<file path="config.mk">
export PLATFORM = sky130hd
export DESIGN_NAME = ccr_control_regs
export DESIGN_NICKNAME = d
export VERILOG_FILES = /design/src/inc/ccr_pkg.sv /design/src/hw/ccr_control_regs.sv /design/src/hw/ccr_write_policy.sv
export SDC_FILE = /design/constraint.sdc
export NUM_CORES = 1
export LEC_CHECK = 0
export BUFFER_PORTS_ARGS = -buffer_cell sky130_fd_sc_hd__buf_2
export CORE_MARGIN = 2
export CORE_UTILIZATION = 47
export DETAILED_ROUTE_END_ITERATION = 6
export PLACE_DENSITY = 0.72
export SLEW_MARGIN = 10
export SYNTH_ARGS = -nofsm -noshare
export SYNTH_HDL_FRONTEND = slang
export SYNTH_HIERARCHICAL = 1
export SYNTH_SLANG_ARGS = --single-unit
</file>
<file path="constraint.sdc">
create_clock -name pclk -period 1.8 [get_ports pclk]
set_input_delay 0 -clock pclk [delete_from_list [all_inputs] [get_ports pclk]]
set_output_delay 0 -clock pclk [all_outputs]
set_load 0.01 [all_outputs]
</file>
<file path="src/inc/ccr_pkg.sv">
// Shared constants for the processor control register bank
package ccr_pkg;

  ////////////////////////////////////////////////////////////////////////////
  // Register byte offsets on the APB
  localparam logic [7:0] OFS_CTRL_ZERO = 8'h00;
  localparam logic [7:0] OFS_CTRL_ONE = 8'h04;
  localparam logic [7:0] OFS_CTRL_TWO = 8'h08;
  localparam logic [7:0] OFS_CTRL_THREE = 8'h0c;
  localparam logic [7:0] OFS_CTRL_FOUR = 8'h10;
  localparam logic [7:0] OFS_CONFIG_TWO = 8'h14;
  localparam logic [7:0] OFS_IRQ_STATUS = 8'h18;
  localparam logic [7:0] OFS_IRQ_MASK = 8'h1c;

  ////////////////////////////////////////////////////////////////////////////
  // Field positions
  localparam int unsigned BIT_PAGING_ENABLE = 31;
  localparam int unsigned BIT_FILL_DISABLE = 30;
  localparam int unsigned BIT_NOT_WRITE_THROUGH = 29;
  localparam int unsigned BIT_ALIGN_MASK = 18;
  localparam int unsigned BIT_PROTECT_ENABLE = 0;
  localparam int unsigned BIT_TIME_STAMP_RESTRICT = 2;
  localparam int unsigned BIT_WRITE_POLICY_LOCK = 2;
  localparam int unsigned PAGE_BASE_LSB = 12;
  localparam int unsigned PAGE_BASE_WIDTH = 20;

  // Interrupt status bits
  localparam int unsigned EVT_PAGE_FAULT = 0;
  localparam int unsigned EVT_ACCESS_DENIED = 1;
  localparam int unsigned EVT_POLICY_LOCKED = 2;
  localparam int unsigned EVT_TIMESTAMP_FAULT = 3;
  localparam int unsigned EVT_COUNT = 4;

  ////////////////////////////////////////////////////////////////////////////
  // Values after reset
  localparam logic [31:0] RST_CTRL_ZERO = 32'h0000_0010;
  localparam logic [31:0] RST_CTRL_ONE = 32'h0000_0000;
  localparam logic [31:0] RST_CTRL_TWO = 32'h0000_0000;
  localparam logic [19:0] RST_PAGE_BASE = 20'h0_0000;
  localparam logic RST_TIME_STAMP_RESTRICT = 1'b1;
  localparam logic [7:0] RST_CONFIG_TWO = 8'h00;
  localparam logic [3:0] RST_IRQ_MASK = 4'h0;

  // Privilege level allowed to touch the control registers
  localparam logic [1:0] PRIV_KERNEL = 2'h0;

endpackage

</file>
<file path="src/hw/ccr_control_regs.sv">
// Processor control register bank with APB access and core-side controls
//
// How it works
// Fourth register reserved bits read zero
// Restrict bit set: timestamp read kernel-only
// Restrict bit clear: timestamp read everywhere
// Third register holds 4 KB page base
// Page fault loads faulting linear address
// Paging needs paging bit and protect bit
// Paging change lands after unconditional branch
// Fill disable stops fills, hits still served
// Writes update lines, snoops still invalidate
// Software invalidates cache for full disable
// Write-back: bus writes only listed cases
// Write-through: every write reaches bus
// Lock bit freezes write policy bit
// Align mask gates alignment faults
// Protected mode: kernel-only control register access
// Protect bit selects protected mode
// Reserved fields read back stored, no effect
//
// Design decisions made here: the APB slave port and the register offsets.
module ccr_control_regs (
  // Clock and reset
  input wire logic pclk,
  input wire logic presetn,
  // APB slave
  input wire logic psel,
  input wire logic penable,
  input wire logic pwrite,
  input wire logic [7:0] paddr,
  input wire logic [31:0] pwdata,
  output logic [31:0] prdata,
  output logic pready,
  output logic pslverr,
  // Interrupt
  output logic irq,
  // Core state
  input wire logic [1:0] current_privilege_level,
  input wire logic align_check_flag,
  input wire logic branch_retire,
  input wire logic page_fault,
  input wire logic [31:0] fault_linear_addr,
  input wire logic ts_read_req,
  // Cache events
  input wire logic rd_hit,
  input wire logic rd_miss,
  input wire logic wr_hit,
  input wire logic wr_miss,
  input wire logic wr_locked,
  input wire logic evict_modified,
  input wire logic flush_evict,
  input wire logic snoop_hit,
  // Controls to the core
  output logic protect_mode,
  output logic paging_active,
  output logic [19:0] page_dir_base,
  output logic align_fault_enable,
  output logic ts_read_grant,
  output logic ts_read_fault,
  // Cache decisions
  output logic cache_fill_grant,
  output logic read_hit_serve,
  output logic line_update,
  output logic snoop_invalidate,
  output logic ext_write_issue
);

  ////////////////////////////////////////////////////////////////////////////
  // State

  typedef struct packed {
    logic [31:0] ctrl_zero;
    logic [31:0] ctrl_one;
    logic [31:0] ctrl_two;
    logic [19:0] page_base;
    logic ts_restrict;
    logic [7:0] config_two;
    logic [3:0] status;
    logic [3:0] mask;
    logic [31:0] rdata;
    logic ready;
    logic err;
    logic irq;
    logic protect;
    logic paging;
    logic align_en;
    logic ts_grant;
    logic ts_fault;
  } ccr_state_s;

  ccr_state_s s_q;
  ccr_state_s s_d;

  ////////////////////////////////////////////////////////////////////////////
  // Helpers

  function automatic logic is_ctrl_reg(input logic [7:0] addr);
    is_ctrl_reg = (addr == ccr_pkg::OFS_CTRL_ZERO) || (addr == ccr_pkg::OFS_CTRL_ONE) ||
                  (addr == ccr_pkg::OFS_CTRL_TWO) || (addr == ccr_pkg::OFS_CTRL_THREE) ||
                  (addr == ccr_pkg::OFS_CTRL_FOUR);
  endfunction

  function automatic logic is_mapped(input logic [7:0] addr);
    is_mapped = is_ctrl_reg(addr) || (addr == ccr_pkg::OFS_CONFIG_TWO) ||
                (addr == ccr_pkg::OFS_IRQ_STATUS) || (addr == ccr_pkg::OFS_IRQ_MASK);
  endfunction

  function automatic logic is_kernel(input logic [1:0] level);
    is_kernel = (level == ccr_pkg::PRIV_KERNEL);
  endfunction

  ////////////////////////////////////////////////////////////////////////////
  // Next state

  always_comb begin
    logic setup;
    logic access;
    logic denied;
    logic [31:0] rd;
    logic [31:0] wr_zero;
    logic [3:0] events;
    logic protect_now;
    setup = psel & ~penable;
    access = psel & penable & s_q.ready;
    denied = 1'b0;
    rd = 32'h0000_0000;
    wr_zero = s_q.ctrl_zero;
    events = 4'h0;
    protect_now = s_q.ctrl_zero[ccr_pkg::BIT_PROTECT_ENABLE];
    s_d = s_q;

    // Read mux; reserved parts of the zero and one registers read as stored
    unique case (paddr)
      ccr_pkg::OFS_CTRL_ZERO: rd = s_q.ctrl_zero;
      ccr_pkg::OFS_CTRL_ONE: rd = s_q.ctrl_one;
      ccr_pkg::OFS_CTRL_TWO: rd = s_q.ctrl_two;
      ccr_pkg::OFS_CTRL_THREE: rd = {s_q.page_base, 12'h000};
      ccr_pkg::OFS_CTRL_FOUR: rd = {29'h0000_0000, s_q.ts_restrict, 2'h0};
      ccr_pkg::OFS_CONFIG_TWO: rd = {24'h00_0000, s_q.config_two};
      ccr_pkg::OFS_IRQ_STATUS: rd = {28'h000_0000, s_q.status};
      ccr_pkg::OFS_IRQ_MASK: rd = {28'h000_0000, s_q.mask};
      default: rd = 32'h0000_0000;
    endcase

    // Answer is prepared in the setup cycle so the access phase has no waits
    s_d.ready = setup;
    if (setup) begin
      denied = is_ctrl_reg(paddr) && protect_now &&
               !is_kernel(current_privilege_level);
      s_d.err = denied || !is_mapped(paddr);
      s_d.rdata = s_d.err ? 32'h0000_0000 : rd;
    end
    events[ccr_pkg::EVT_ACCESS_DENIED] = denied;

    // Register writes at the completing edge only
    if (access && pwrite && !s_q.err) begin
      unique case (paddr)
        ccr_pkg::OFS_CTRL_ZERO: begin
          wr_zero = pwdata;
          // Lock holds the policy bit and flags the refused change
          if (s_q.config_two[ccr_pkg::BIT_WRITE_POLICY_LOCK]) begin
            wr_zero[ccr_pkg::BIT_NOT_WRITE_THROUGH] =
              s_q.ctrl_zero[ccr_pkg::BIT_NOT_WRITE_THROUGH];
            events[ccr_pkg::EVT_POLICY_LOCKED] =
              pwdata[ccr_pkg::BIT_NOT_WRITE_THROUGH] !=
              s_q.ctrl_zero[ccr_pkg::BIT_NOT_WRITE_THROUGH];
          end
          s_d.ctrl_zero = wr_zero;
        end
        ccr_pkg::OFS_CTRL_ONE: s_d.ctrl_one = pwdata;
        ccr_pkg::OFS_CTRL_TWO: s_d.ctrl_two = pwdata;
        ccr_pkg::OFS_CTRL_THREE: begin
          // Low twelve bits are not stored: the base is page aligned
          s_d.page_base = pwdata[31:ccr_pkg::PAGE_BASE_LSB];
        end
        ccr_pkg::OFS_CTRL_FOUR: begin
          s_d.ts_restrict = pwdata[ccr_pkg::BIT_TIME_STAMP_RESTRICT];
        end
        ccr_pkg::OFS_CONFIG_TWO: s_d.config_two = pwdata[7:0];
        ccr_pkg::OFS_IRQ_MASK: s_d.mask = pwdata[3:0];
        default: begin
        end
      endcase
    end

    // A fault in the same cycle as a software write wins
    if (page_fault && s_q.paging) begin
      s_d.ctrl_two = fault_linear_addr;
      events[ccr_pkg::EVT_PAGE_FAULT] = 1'b1;
    end

    // Timestamp read permission
    if (s_q.ts_restrict) begin
      s_d.ts_grant = ts_read_req & is_kernel(current_privilege_level);
    end else begin
      s_d.ts_grant = ts_read_req;
    end
    s_d.ts_fault = ts_read_req & ~s_d.ts_grant;
    events[ccr_pkg::EVT_TIMESTAMP_FAULT] = s_d.ts_fault;

    // Mode outputs
    s_d.protect = s_d.ctrl_zero[ccr_pkg::BIT_PROTECT_ENABLE];
    // Paging state only moves at a retired unconditional branch
    if (branch_retire) begin
      s_d.paging = s_q.ctrl_zero[ccr_pkg::BIT_PAGING_ENABLE] &
                   s_q.ctrl_zero[ccr_pkg::BIT_PROTECT_ENABLE]; // see
    end
    s_d.align_en = s_q.ctrl_zero[ccr_pkg::BIT_ALIGN_MASK] & align_check_flag;

    // Read clears only the bits that were actually reported; new events win
    if (access && !pwrite && !s_q.err && paddr == ccr_pkg::OFS_IRQ_STATUS) begin
      s_d.status = s_q.status & ~s_q.rdata[3:0];
    end
    s_d.status = s_d.status | events;
    s_d.irq = |(s_d.status & s_d.mask);
  end

  ////////////////////////////////////////////////////////////////////////////
  // Registers

  always_ff @(posedge pclk or negedge presetn) begin
    if (!presetn) begin
      s_q <= '0;
      s_q.ctrl_zero <= ccr_pkg::RST_CTRL_ZERO;
      s_q.ctrl_one <= ccr_pkg::RST_CTRL_ONE;
      s_q.ctrl_two <= ccr_pkg::RST_CTRL_TWO;
      s_q.page_base <= ccr_pkg::RST_PAGE_BASE;
      s_q.ts_restrict <= ccr_pkg::RST_TIME_STAMP_RESTRICT;
      s_q.config_two <= ccr_pkg::RST_CONFIG_TWO;
      s_q.mask <= ccr_pkg::RST_IRQ_MASK;
    end else begin
      s_q <= s_d;
    end
  end

  ////////////////////////////////////////////////////////////////////////////
  // Cache policy decisions

  // Full cache shutdown is left to software invalidation after setting the bit
  ccr_write_policy u_policy (
    .pclk (pclk),
    .presetn (presetn),
    .write_back (s_q.ctrl_zero[ccr_pkg::BIT_NOT_WRITE_THROUGH]), // see
    .cache_fill_disable (s_q.ctrl_zero[ccr_pkg::BIT_FILL_DISABLE]), // see
    .rd_hit (rd_hit),
    .rd_miss (rd_miss),
    .wr_hit (wr_hit),
    .wr_miss (wr_miss),
    .wr_locked (wr_locked),
    .evict_modified (evict_modified),
    .flush_evict (flush_evict),
    .snoop_hit (snoop_hit),
    .cache_fill_grant (cache_fill_grant),
    .read_hit_serve (read_hit_serve),
    .line_update (line_update),
    .snoop_invalidate (snoop_invalidate),
    .ext_write_issue (ext_write_issue)
  );

  ////////////////////////////////////////////////////////////////////////////
  // Outputs

  assign prdata = s_q.rdata;
  assign pready = s_q.ready;
  assign pslverr = s_q.err;
  assign irq = s_q.irq;
  assign protect_mode = s_q.protect;
  assign paging_active = s_q.paging;
  assign page_dir_base = s_q.page_base;
  assign align_fault_enable = s_q.align_en;
  assign ts_read_grant = s_q.ts_grant;
  assign ts_read_fault = s_q.ts_fault;

endmodule

</file>
<file path="src/hw/ccr_write_policy.sv">
// Cache fill and external write decision from the cache policy bits
module ccr_write_policy (
  // Clock and reset
  input wire logic pclk,
  input wire logic presetn,
  // Policy bits
  input wire logic write_back,
  input wire logic cache_fill_disable,
  // Cache events
  input wire logic rd_hit,
  input wire logic rd_miss,
  input wire logic wr_hit,
  input wire logic wr_miss,
  input wire logic wr_locked,
  input wire logic evict_modified,
  input wire logic flush_evict,
  input wire logic snoop_hit,
  // Decisions
  output logic cache_fill_grant,
  output logic read_hit_serve,
  output logic line_update,
  output logic snoop_invalidate,
  output logic ext_write_issue
);

  typedef struct packed {
    logic fill;
    logic hit_serve;
    logic update;
    logic invalidate;
    logic ext_write;
  } ccr_policy_s;

  ccr_policy_s s_q;
  ccr_policy_s s_d;

  always_comb begin
    s_d = s_q;
    s_d.fill = rd_miss & ~cache_fill_disable;
    s_d.hit_serve = rd_hit;
    // Resident lines keep coherent even with fills stopped
    s_d.update = wr_hit;
    s_d.invalidate = snoop_hit;
    if (write_back) begin
      s_d.ext_write = wr_miss | evict_modified | wr_locked | flush_evict;
    end else begin
      s_d.ext_write = wr_hit | wr_miss;
    end
  end

  always_ff @(posedge pclk or negedge presetn) begin
    if (!presetn) begin
      s_q <= '0;
    end else begin
      s_q <= s_d;
    end
  end

  assign cache_fill_grant = s_q.fill;
  assign read_hit_serve = s_q.hit_serve;
  assign line_update = s_q.update;
  assign snoop_invalidate = s_q.invalidate;
  assign ext_write_issue = s_q.ext_write;

endmodule

</file>
==> impl_metrics.yaml <==
sta:
  timing.final.crit_share_pct: 97.3
  hold_viol: 0
  period_needed_ns: 1.75
  worst_slack_ns: 0.0483
  drv_slew: 0
  setup-tns-final_ns: 0
  tightest_slew_ns: 0.644
  fin_worst_skew_ns: 0.00641
  max_freq_ghz: 0.571
  slew_headroom_pct: 57.1
  rsz0062_at_grt: "false"
  setup_viol_count_final: 0
synthesis:
  ys_seq_area_share_pct: 54.7
  yosysUniqueCellTypes: 47
  synthFlopType: "dfrtp_1"
  synth_edf_count: 0
  async_reset_ff_share_pct: 100
  postSynthAreaPerCell_um2: 12.1
  syn_nets: 762
  netlist_area_um2: 8110
  yosysWarnings: 6
  synth_cells: 671
  synth-seq-cells: 177
grt:
  grt.overflow.total: 0
  grt_max_degree: 65
  grt_use_total_pct: 23.4
  antenna_found_initial: 0
  grt_pass1_wl_um: 32900
  grt_pass1_vias: 6153
floorplan:
  fp.dieH_um: 135
  start_util_pct: 47.5
  ioPinCount: 156
  num_rows: 48
  core_um2: 17100
  die-area_um2: 18300
  die_w_um: 135
clocking:
  cts_tree: "yes"
  path_clk_slew_ns: 0.07
  cts_buffers: 17
  clock-sinks: 177
  cts_setup_buffers: 0
  ctsRootBufferMaster: "clkbuf_16"
  h-tree-depth: 4
  clk-insertion-delay-late_ns: 0.43
  clk_path_buf_depth: 2
power:
  ir_drop_mv: 0.702
  p_leak_nw: 5.33
  power.density_nw_per_um2: 854
critical_path:
  path_max_fanout: 4
  cp.required_ns: 2.11
  worst_setup_path_end_kind: "register"
  cp-start-kind: "register"
  arrival_ns: 2.06
  reg2reg_depth: 5
  critPathKind: "register to register"
placed_design:
  numPortBuffers: 155
  post-place-ws_ns: -0.0328
  gp_congestion: 0.934
  dp_cells: 995
  hpwl_um: 13700
outcome:
  run_status: "finished, violations left"
  violations: "DRC"
drt:
  drt-initial-drc-count: 479
  route.vias.total: 6123
  dr.pass1.iters: 7
  viasPerCell: 5.53
  drc: 2
  drtAntennaViolNets: 0
  routedWlPerCell_um: 18.8
  wirelength_um: 20800
hold_path:
  hp-class: "input pin to register"
  worstHoldPathCells: 3
layout:
  drive_gt1_share_pct: 34.9
  n_fill_cell: 1355
  fin_nets: 960
  n_antenna_cell: 0
  layout.cells.non_filler: 1107
  syn2layout_area_growth_pct: 28.5
  final_cell_mix: "175 x dfrtp_1, 154 x buf_2, 80 x dlygate4sd3_1"
  final_common_cell: "dfrtp_1"
run:
  drv_cap: 0
-- worst max-delay path, stage by stage, from the launching register on --
cell and delay, ns:
dfrtp_1 0.38, and4b_1 0.29, and4b_1 0.35, a31oi_4 0.13, a22o_1 0.24, a221o_1 0.25
-- registers in the layout, summed over array words and instances (netlist names) --
signal / cells
paging_active: 1
pready: 1
pslverr: 1
u_policy/ext_write_issue: 1
page_dir_base: 20
align_fault_enable: 1
ts_read_grant: 1
u_policy/snoop_invalidate: 1
irq: 1
u_policy/read_hit_serve: 1
prdata: 32
u_policy/cache_fill_grant: 1
u_policy/line_update: 1
ts_read_fault: 1
s_q: 113
-- metrics by stage --
stage          hold slack [ns]  total power, mW  util, %  cell area, um^2
2_1_floorplan           -0.296             4.64        -             8110
3_3_place_gp            0.0220             4.96     52.7             8990
3_5_place_dp            0.0241             4.97     52.7             8990
4_1_cts               0.000931             8.98     61.1            10400
5_1_grt                 0.0213             9.23     61.1            10400
6_report                0.0234             8.90     61.1            10400
-- kinds of logic (layout without fill, tap and decap cells) --
logic type                Yosys count  count (layout)  synth area share, %
xor gates and xnor gates            1               1                0.108
muxes                             133             133                 17.9
buffers and inverters              99             310                 7.62
and+or+nand+nor                   116             116                 7.16
AOI/OAI and AO/OA                 145             145                 12.5
DFF                               177             177                 54.7
-- per-layer routing --
metal  GRT usage [%]  part of all wire (%)  up-vias
met3            3.44                   5.2       24
met1            30.1                    43     3085
li1                -                     -     2806
met5               0                     0        -
met2            40.4                    50      208
met4            8.45                   1.8        0
-- final timing paths --
kind / start / to / slack [ns]
min in group asynchronous: presetn / page_dir_base[5] / 0.10
worst min register to register: s_q[171] / u_policy/cache_fill_grant / 0.48
worst max register to register: pslverr / irq / 0.05
worst min-delay path: paddr[4] / prdata[2] / 0.02
max in group asynchronous: presetn / s_q[85] / 0.95
worst max-delay path: pslverr / irq / 0.05
-- report_power, final --
| part | internal [mW] | switching [mW] |
|---|---|---|
| registers | 4.13 | 0.0916 |
| clock network | 2.28 | 1.59 |
| logic | 0.391 | 0.417 |
| total | 6.80 | 2.10 |
-- Yosys cell counts, types with 3 or more instances --
| cell type | instances | area share (%) |
|---|---|---|
| a211oi_1 | 25 | 2.3 |
| a21oi_1 | 32 | 2.0 |
| a221oi_1 | 3 | 0.32 |
| a222oi_1 | 28 | 3.5 |
| a31oi_1 | 3 | 0.23 |
| and2_1 | 7 | 0.54 |
| and3_1 | 3 | 0.23 |
| buf_2 | 14 | 0.86 |
| buf_4 | 61 | 5.6 |
| clkbuf_1 | 19 | 0.88 |
| dfrtp_1 | 175 | 54 |
| inv_1 | 3 | 0.14 |
| mux2_1 | 34 | 4.7 |
| mux2_2 | 64 | 8.9 |
| mux2i_1 | 35 | 4.3 |
| nand2_1 | 46 | 2.1 |
| nand3_1 | 3 | 0.19 |
| nor2_1 | 35 | 1.6 |
| nor3_1 | 5 | 0.31 |
| o21ai_0 | 36 | 2.2 |
| o21bai_1 | 6 | 0.56 |
| o221ai_1 | 3 | 0.32 |
-- what timing repair did --
action                                 CTS  global route
cloned                                   0             0
setup endpoints to repair                8            66
endpoints found under the hold margin  222             0
resized for setup                        1             2
hold buffers                            80             0
-- area by class of cell --
type,count,area [um^2],area share [%]
tap,225,282,2.70
clock buffer,19,453,4.35
clock inverter,13,175,1.68
multi-input combinational,395,3080,29.6
inverter,3,11.3,0.108
sequential,177,4430,42.5
timing repair buffer,275,1990,19.1
No activity file was read; power rests on OpenSTA's default activity.
